===== src/hw/oscctl_pkg.sv =====
// Package for the oscillator control register block.
// Assumes a single 100 MHz clock and an AXI4-Lite register bus.
package oscctl_pkg;
    // Register map, byte address of the only register
    localparam logic [3:0] OSCCTL_OSC_CONTROL_ADDR = 4'h0;
    localparam int OSCCTL_ADDR_WIDTH = 4;
    // Field positions
    localparam int OSCCTL_PLL_BIT = 7;
    localparam int OSCCTL_FREQ_LSB = 3;
    localparam int OSCCTL_SRC_LSB = 0;
    // Value after any reset
    localparam logic [7:0] OSCCTL_RESET_VALUE = 8'h38;
    // Rate shown after reset, 500 kHz for the reset code 0111
    localparam logic [31:0] OSCCTL_RESET_FREQ_HZ = 32'h0007a120;
    localparam logic [7:0] OSCCTL_WRITE_MASK = 8'hfb;
    // Frequency select codes
    localparam logic [3:0] OSCCTL_F16M = 4'hf;
    localparam logic [3:0] OSCCTL_F8M = 4'he;
    localparam logic [3:0] OSCCTL_F4M = 4'hd;
    localparam logic [3:0] OSCCTL_F2M = 4'hc;
    localparam logic [3:0] OSCCTL_F1M = 4'hb;
    localparam logic [3:0] OSCCTL_F500K_HF = 4'ha;
    localparam logic [3:0] OSCCTL_F250K_HF = 4'h9;
    localparam logic [3:0] OSCCTL_F125K_HF = 4'h8;
    localparam logic [3:0] OSCCTL_F500K_MF = 4'h7;
    localparam logic [3:0] OSCCTL_F250K_MF = 4'h6;
    localparam logic [3:0] OSCCTL_F125K_MF = 4'h5;
    localparam logic [3:0] OSCCTL_F31K_HF = 4'h4;
    localparam logic [3:0] OSCCTL_F31K_MF = 4'h3;
    // Oscillator source ids
    typedef enum logic [1:0] {
        OSCCTL_OSC_NONE = 2'h0,
        OSCCTL_OSC_HF = 2'h1,
        OSCCTL_OSC_MF = 2'h2
    } oscctl_osc_type;
    // System clock source ids
    typedef enum logic [1:0] {
        OSCCTL_SYS_CONFIG = 2'h0,
        OSCCTL_SYS_TIMER1 = 2'h1,
        OSCCTL_SYS_INTERNAL = 2'h2
    } oscctl_sys_type;
    localparam logic [1:0] OSCCTL_AXI_OKAY = 2'h0;
    localparam logic [1:0] OSCCTL_AXI_SLVERR = 2'h2;
endpackage


===== src/hw/oscctl_top.sv =====
// Oscillator control register with AXI4-Lite slave access.
// Assumes config straps are stable levels from outside this clock domain.
//
// Design decisions made here: the address map and register access over AXI4-Lite.
`timescale 1ns/1ps
module oscctl_top
    import oscctl_pkg::*;
(
    input wire logic aclk, // System clock
    input wire logic aresetn, // Synchronous reset, active low
    input wire logic [3:0] s_axi_awaddr, // Write address
    input wire logic s_axi_awvalid, // Write address valid
    output logic s_axi_awready, // Write address ready
    input wire logic [31:0] s_axi_wdata, // Write data
    input wire logic [3:0] s_axi_wstrb, // Write byte strobes
    input wire logic s_axi_wvalid, // Write data valid
    output logic s_axi_wready, // Write data ready
    output logic [1:0] s_axi_bresp, // Write response
    output logic s_axi_bvalid, // Write response valid
    input wire logic s_axi_bready, // Write response ready
    input wire logic [3:0] s_axi_araddr, // Read address
    input wire logic s_axi_arvalid, // Read address valid
    output logic s_axi_arready, // Read address ready
    output logic [31:0] s_axi_rdata, // Read data
    output logic [1:0] s_axi_rresp, // Read response
    output logic s_axi_rvalid, // Read data valid
    input wire logic s_axi_rready, // Read data ready
    input wire logic pll_force_config, // Config PLL force strap
    output logic pll_enable, // 4x PLL on
    output oscctl_sys_type sysclk_select, // System clock source
    output logic [31:0] freq_hz, // Internal oscillator rate
    output oscctl_osc_type freq_source // Oscillator behind the rate
);
    // Register contents and handshake state
    logic [7:0] osc_control;
    logic [7:0] next_osc_control;
    logic aw_held, w_held, next_aw_held, next_w_held;
    logic [3:0] aw_addr, next_aw_addr;
    logic [31:0] w_data, next_w_data;
    logic [3:0] w_strb, next_w_strb;
    logic [1:0] next_bresp, next_rresp;
    logic next_bvalid, next_rvalid;
    logic [31:0] next_rdata;
    logic force_meta, force_sync;
    logic next_pll_enable;
    oscctl_sys_type next_sysclk_select;
    logic do_write, do_read;

    wire logic soft_pll_enable = osc_control[OSCCTL_PLL_BIT];
    wire logic [3:0] internal_freq_select = osc_control[OSCCTL_FREQ_LSB +: 4];
    wire logic [1:0] sysclk_source_select = osc_control[OSCCTL_SRC_LSB +: 2];

    // Address and data are taken in either order; each held until used
    assign s_axi_awready = !aw_held && !s_axi_bvalid;
    assign s_axi_wready = !w_held && !s_axi_bvalid;
    assign s_axi_arready = !s_axi_rvalid;
    assign do_read = s_axi_arvalid && s_axi_arready;

    always_comb
    begin
        next_aw_held = aw_held;
        next_w_held = w_held;
        next_aw_addr = aw_addr;
        next_w_data = w_data;
        next_w_strb = w_strb;
        if (s_axi_awvalid && s_axi_awready)
        begin
            next_aw_held = 1'b1;
            next_aw_addr = s_axi_awaddr;
        end
        if (s_axi_wvalid && s_axi_wready)
        begin
            next_w_held = 1'b1;
            next_w_data = s_axi_wdata;
            next_w_strb = s_axi_wstrb;
        end
        do_write = next_aw_held && next_w_held && !s_axi_bvalid;
        if (do_write)
        begin
            next_aw_held = 1'b0;
            next_w_held = 1'b0;
        end
    end

    // Register update; bit 2 never stores so it always reads zero
    always_comb
    begin
        next_osc_control = osc_control;
        next_bvalid = s_axi_bvalid && !s_axi_bready;
        next_bresp = s_axi_bresp;
        if (do_write)
        begin
            next_bvalid = 1'b1;
            if (next_aw_addr[3:2] == OSCCTL_OSC_CONTROL_ADDR[3:2])
            begin
                next_bresp = OSCCTL_AXI_OKAY;
                if (next_w_strb[0])
                    next_osc_control = next_w_data[7:0]
                                       & OSCCTL_WRITE_MASK;
            end
            else
                next_bresp = OSCCTL_AXI_SLVERR;
        end
    end

    // Read path; unmapped addresses answer SLVERR with zero data
    always_comb
    begin
        next_rvalid = s_axi_rvalid && !s_axi_rready;
        next_rdata = s_axi_rdata;
        next_rresp = s_axi_rresp;
        if (do_read)
        begin
            next_rvalid = 1'b1;
            if (s_axi_araddr[3:2] == OSCCTL_OSC_CONTROL_ADDR[3:2])
            begin
                next_rdata = {24'h000000, osc_control};
                next_rresp = OSCCTL_AXI_OKAY;
            end
            else
            begin
                next_rdata = 32'h00000000;
                next_rresp = OSCCTL_AXI_SLVERR;
            end
        end
    end

    // PLL and source selection from fields and the synced strap
    always_comb
    begin
        next_pll_enable = force_sync ? 1'b1 : soft_pll_enable;
        if (sysclk_source_select[1])
            next_sysclk_select = OSCCTL_SYS_INTERNAL;
        else if (sysclk_source_select[0])
            next_sysclk_select = OSCCTL_SYS_TIMER1;
        else
            next_sysclk_select = OSCCTL_SYS_CONFIG;
    end

    // All state registers; every reset gives the same field values
    always_ff @(posedge aclk)
    begin
        if (!aresetn)
        begin
            osc_control <= OSCCTL_RESET_VALUE;
            aw_held <= 1'b0;
            w_held <= 1'b0;
            aw_addr <= 4'h0;
            w_data <= 32'h00000000;
            w_strb <= 4'h0;
            s_axi_bvalid <= 1'b0;
            s_axi_bresp <= OSCCTL_AXI_OKAY;
            s_axi_rvalid <= 1'b0;
            s_axi_rdata <= 32'h00000000;
            s_axi_rresp <= OSCCTL_AXI_OKAY;
            force_meta <= 1'b0;
            force_sync <= 1'b0;
            pll_enable <= 1'b0;
            sysclk_select <= OSCCTL_SYS_CONFIG;
        end
        else
        begin
            osc_control <= next_osc_control;
            aw_held <= next_aw_held;
            w_held <= next_w_held;
            aw_addr <= next_aw_addr;
            w_data <= next_w_data;
            w_strb <= next_w_strb;
            s_axi_bvalid <= next_bvalid;
            s_axi_bresp <= next_bresp;
            s_axi_rvalid <= next_rvalid;
            s_axi_rdata <= next_rdata;
            s_axi_rresp <= next_rresp;
            force_meta <= pll_force_config; // Strap from outside domain
            force_sync <= force_meta;
            pll_enable <= next_pll_enable;
            sysclk_select <= next_sysclk_select;
        end
    end

    // Rate decoder; PLL state feeds the 8/32 MHz choice
    oscctl_decode u_decode (
        .aclk(aclk),
        .aresetn(aresetn),
        .internal_freq_select(internal_freq_select),
        .pll_active(pll_enable),
        .freq_hz(freq_hz),
        .freq_source(freq_source)
    );

    // Forced PLL is on one cycle after the synced strap is high
    pll_forced_a: assert property (@(posedge aclk) disable iff (!aresetn)
        force_sync |=> pll_enable)
        else $error("PLL not on while forced");
    pll_soft_a: assert property (@(posedge aclk) disable iff (!aresetn)
        !force_sync |=> pll_enable == $past(soft_pll_enable))
        else $error("PLL does not follow soft enable");
    freq_top_a: assert property (@(posedge aclk) disable iff (!aresetn)
        internal_freq_select == OSCCTL_F16M |=> freq_hz == 32'd16000000)
        else $error("Code 1111 not 16 MHz");
    freq_pll_a: assert property (@(posedge aclk) disable iff (!aresetn)
        internal_freq_select == OSCCTL_F8M && pll_enable
        |=> freq_hz == 32'd32000000)
        else $error("Code 1110 with PLL not 32 MHz");
    freq_dup_a: assert property (@(posedge aclk) disable iff (!aresetn)
        internal_freq_select == OSCCTL_F125K_HF
        |=> freq_hz == 32'd125000 && freq_source == OSCCTL_OSC_HF)
        else $error("Code 1000 not fast 125 kHz");
    reset_code_a: assert property (@(posedge aclk)
        !aresetn |=> internal_freq_select == OSCCTL_F500K_MF)
        else $error("Reset did not load 0111");
    freq_low_a: assert property (@(posedge aclk) disable iff (!aresetn)
        internal_freq_select == OSCCTL_F31K_MF
        |=> freq_hz == 32'd31250 && freq_source == OSCCTL_OSC_MF)
        else $error("Code 0011 not medium 31.25 kHz");
    src_sel_a: assert property (@(posedge aclk) disable iff (!aresetn)
        sysclk_source_select[1] |=> sysclk_select == OSCCTL_SYS_INTERNAL)
        else $error("Source 1x not internal");
    bit_two_a: assert property (@(posedge aclk) disable iff (!aresetn)
        s_axi_rvalid |-> !s_axi_rdata[2])
        else $error("Bit 2 read as one");
    freq_fast31_a: assert property (@(posedge aclk) disable iff (!aresetn)
        internal_freq_select == OSCCTL_F31K_HF
        |=> freq_hz == 32'd31250 && freq_source == OSCCTL_OSC_HF)
        else $error("Code 0100 not fast 31.25 kHz");
endmodule // oscctl_top


===== src/hw/oscctl_decode.sv =====
// Frequency decoder for the internal oscillator select field.
// Assumes a registered field on the same clock; output is registered.
`timescale 1ns/1ps
module oscctl_decode
    import oscctl_pkg::*;
(
    input wire logic aclk, // System clock
    input wire logic aresetn, // Synchronous reset, active low
    input wire logic [3:0] internal_freq_select, // Frequency code
    input wire logic pll_active, // PLL in effect
    output logic [31:0] freq_hz, // Decoded rate in Hz
    output oscctl_osc_type freq_source // Oscillator used
);
    logic [31:0] next_freq_hz;
    oscctl_osc_type next_freq_source;

    // Decode the code to a rate and the oscillator that yields it
    always_comb
    begin
        next_freq_source = OSCCTL_OSC_HF;
        unique case (internal_freq_select)
            OSCCTL_F16M: next_freq_hz = 32'd16000000;
            OSCCTL_F8M: next_freq_hz = pll_active ? 32'd32000000
                                                  : 32'd8000000;
            OSCCTL_F4M: next_freq_hz = 32'd4000000;
            OSCCTL_F2M: next_freq_hz = 32'd2000000;
            OSCCTL_F1M: next_freq_hz = 32'd1000000;
            OSCCTL_F500K_HF: next_freq_hz = 32'd500000;
            OSCCTL_F250K_HF: next_freq_hz = 32'd250000;
            OSCCTL_F125K_HF: next_freq_hz = 32'd125000;
            OSCCTL_F31K_HF: next_freq_hz = 32'd31250;
            OSCCTL_F500K_MF:
            begin
                next_freq_hz = 32'd500000;
                next_freq_source = OSCCTL_OSC_MF;
            end
            OSCCTL_F250K_MF:
            begin
                next_freq_hz = 32'd250000;
                next_freq_source = OSCCTL_OSC_MF;
            end
            OSCCTL_F125K_MF:
            begin
                next_freq_hz = 32'd125000;
                next_freq_source = OSCCTL_OSC_MF;
            end
            default:
            begin
                // Codes 0000 to 0011 all mean mid-frequency 31.25 kHz
                next_freq_hz = 32'd31250;
                next_freq_source = OSCCTL_OSC_MF;
            end
        endcase
    end

    // Register the decode so the outputs come from flip-flops
    always_ff @(posedge aclk)
    begin
        if (!aresetn)
        begin
            freq_hz <= OSCCTL_RESET_FREQ_HZ;
            freq_source <= OSCCTL_OSC_MF;
        end
        else
        begin
            freq_hz <= next_freq_hz;
            freq_source <= next_freq_source;
        end
    end
endmodule // oscctl_decode


===== config.mk =====
export PLATFORM = sky130hd
export DESIGN_NAME = oscctl_top
export DESIGN_NICKNAME = d
export VERILOG_FILES = /design/src/hw/oscctl_pkg.sv /design/src/hw/oscctl_top.sv /design/src/hw/oscctl_decode.sv
export SDC_FILE = /design/constraint.sdc
export NUM_CORES = 1
export LEC_CHECK = 0
export BUFFER_PORTS_ARGS = -buffer_cell sky130_fd_sc_hd__buf_2
export CAP_MARGIN = 10
export CORE_ASPECT_RATIO = 2
export CORE_MARGIN = 5
export CORE_UTILIZATION = 45
export DETAILED_ROUTE_END_ITERATION = 10
export GPL_TIMING_DRIVEN = 0
export PLACE_DENSITY = 0.8
export SLEW_MARGIN = 25
export SYNTH_ARGS = -nofsm -noshare
export SYNTH_HDL_FRONTEND = slang
export SYNTH_SLANG_ARGS = --single-unit

===== constraint.sdc =====
create_clock -name aclk -period 2.4 [get_ports aclk]
set_clock_uncertainty 0.15 [all_clocks]
set_input_delay 0.48 -clock aclk [delete_from_list [all_inputs] [get_ports aclk]]
set_output_delay 0.48 -clock aclk [all_outputs]
set_load 0.02 [all_outputs]

==> results.cfg <==
[synth]
yosys.area.top_type = dfxtp_1
seq_area_frac_synth = 0.481
syn_inst = 272
yosys.area_share.simple = 0.175
synth.top_cell.area_share = 0.481
ys.warnings.count = 0
synth_area_leaders = dfxtp_1, buf_4, nor2_1, mux2i_1, a21oi_1
async_flop_share = 0
synth_compound_area_frac = 0.138
synthesis.area_mm2 = 0.00250
synth_top_family_by_area = simple AND/OR/NAND/NOR gates
yosys_most_used_dff = dfxtp_1
avgSynthCellArea_um2 = 9.18
synth.distinct_cells = 43
ys_ff_latch = 60
synth_edf_count = 0
synth-xor-area-share = 0.00702
muxShareOfSynthArea = 0.0566
synth.most_common_cell = dfxtp_1
synthAdderAreaFrac = 0
ys_top_cells_by_count = dfxtp_1, nor2_1, buf_4

[layout]
area_growth_pct = 28.6
drive_above_1_share = 0.326
antenna_cells = 0
fin_nets = 431
final_util = 0.592
fillers = 500

[sta]
hold_viol = 0
period_needed_ns = 1.93
maxSlewViolCount = 0
finalCritPeriodShare = 0.804
setup_viol = 0
grt_setup_unrepaired = no
fin_setup_tns_ns = 0
fmax_ghz = 0.518
worst_pin_slew_ns = 0.797
slew_headroom = 0.465

[worst_setup_path]
r2r.worst_path.cells = 5
crit_slowest_cell = dfxtp_1
arrival_ns = 1.96
critPathMaxFanout = 10
critPathLaunch = s_axi_bvalid
max_stage_delay_ns = 0.40
end_kind = flip-flop
r2r-end = osc_control[3]
worstSetupPathType = reg2reg
cp-start-kind = flip-flop
reg2reg_slack_ns = 0.47
required_ns = 2.43
cp_cell_sequence = nor3b_2, buf_4, mux2_4, a311oi_1, a41oi_1
reg2reg_from = s_axi_bvalid

[worst_hold_path]
hold_end = force_meta
min_path_type = in2reg
hp-start = pll_force_config
holdPathStages = 2

[global_route]
overflow = 0
grt_max_degree = 11
grt.total_usage = 0.157
antenna_found_initial = 0
grt_first_pass_wirelength_um = 8810
grt_pass1_vias = 1967
use_met3 = 0.0645
globalRouteMet2Util = 0.286
grt-busiest-layer = met2
met1_usage = 0.149

[cts]
clock-sinks = 60
postCtsSetupBuffers = 0
ctsHoldBuffers = 0
cts-resized-gates = 0
path_clk_slew_ns = 0.07
cts_tree = built
cts_buffer_depth = 2
numCtsBuffers = 9
h-tree-depth = 3
cts_root_buffer = clkbuf_8
clkLatencyLatePin_ns = 0.33

[floorplan]
die_x_um = 62.7
rows = 38
start_util = 0.461
dieArea_mm2 = 0.00723
num_io_pins = 130
die_y_um = 115
core_mm2 = 0.00542

[drt]
ant_nets = 0
finalWirelength_um = 5650
drt_iter0_drc = 97
drt_pre_antenna_iters = 4
drcViolationCount = 0
wl_per_cell_um = 12.7
vias = 2127
drt-vias-per-instance = 4.79

[power_and_ir_drop]
powerDensity_mw_per_mm2 = 734
p_leak_nw = 1.57
peakVddDrop_mv = 0.624

[placement]
hpwl_um = 4420
io_buffers = 61
routabilityCongestion = 0.862

[outcome]
status = finished clean

[job]
maxCapViolCount = 0
[flip-flops by register name (all words and copies together), names as in the netlist, 2 cells and up]
| name | count |
|---|---|
| u_decode.freq_hz | 23 |
| osc_control | 7 |
| s_axi_rdata | 7 |
| w_data | 7 |
| aw_addr | 2 |
| sysclk_select | 2 |
| u_decode.freq_source | 2 |
[area by class of cell]
class / instances / area [µm²] / share of cell area
timing repair buffer: 61 / 305 / 0.0951
sequential: 60 / 1200 / 0.374
multi-input combinational: 191 / 1080 / 0.335
inverter: 5 / 18.8 / 0.00585
tap: 60 / 75.1 / 0.0234
buffer: 51 / 332 / 0.103
clock buffer: 11 / 151 / 0.0472
clock inverter: 5 / 50.0 / 0.0156
[kinds of logic after synthesis]
family	count (synthesis)
simple gates	86
flops	60
buf+inv	56
compound gates	54
mux	13
xor+xnor	2
other cells	1
[critical path, delay by kind of cell (launching register included)]
family	cells	cell delay, ns
multiplexers	1	0.35
buffers and inverters	1	0.25
AND/OR/NAND/NOR	1	0.27
AO/OA/AOI/OAI	2	0.35
flip-flops	1	0.40
[through the flow]
step | power (W) | hold slack [ns] | std cells | setup WS, ns | area (µm²)
5_1_grt | 0.00246 | 0.200 | 444 | 0.365 | 3210
3_5_place_dp | 0.00148 | 0.276 | 428 | 0.369 | 3010
2_1_floorplan | 0.00139 | 0.261 | 307 | 0.587 | 2630
6_report | 0.00236 | 0.203 | 444 | 0.471 | 3210
3_3_place_gp | 0.00148 | 0.274 | 428 | 0.386 | 3010
4_1_cts | 0.00237 | 0.184 | 444 | 0.457 | 3210
[layout by cell type (no fill, tap or decap), drive strengths merged, types with 2 or more instances in the layout]
cell / synthesis / final
buf: 42 / 103
dfxtp: 60 / 60
nor2: 40 / 40
conb: 1 / 36
clkbuf: 9 / 20
a21oi: 18 / 18
nand2: 13 / 13
mux2i: 10 / 10
o21ai: 8 / 8
a22oi: 8 / 8
nor3: 8 / 8
nand2b: 5 / 5
and2: 5 / 5
a31oi: 5 / 5
clkinv: 1 / 5
inv: 4 / 4
nor2b: 4 / 4
nor3b: 4 / 4
a311oi: 3 / 3
o21a: 3 / 3
mux2: 3 / 3
a211oi: 2 / 2
nand3: 2 / 2
o31ai: 2 / 2
a21o: 2 / 2
[worst max-delay path by stage]
stage,end
final,osc_control[3]
after global routing,osc_control[5]
after CTS,osc_control[3]
after detailed placement,osc_control[1]
after global placement,osc_control[1]
after floorplan,osc_control[3]
[routing by layer]
layer	vias up	routed length [µm]
li1	1067	-
met4	0	133
met2	106	3080
met3	12	497
met5	-	0
met1	942	1940
[report_power, final]
group,switching (W),internal [W]
registers,0.0000254,0.00105
clock network,0.000365,0.000528
logic,0.000241,0.000151
(Power assumes the default switching activity.)
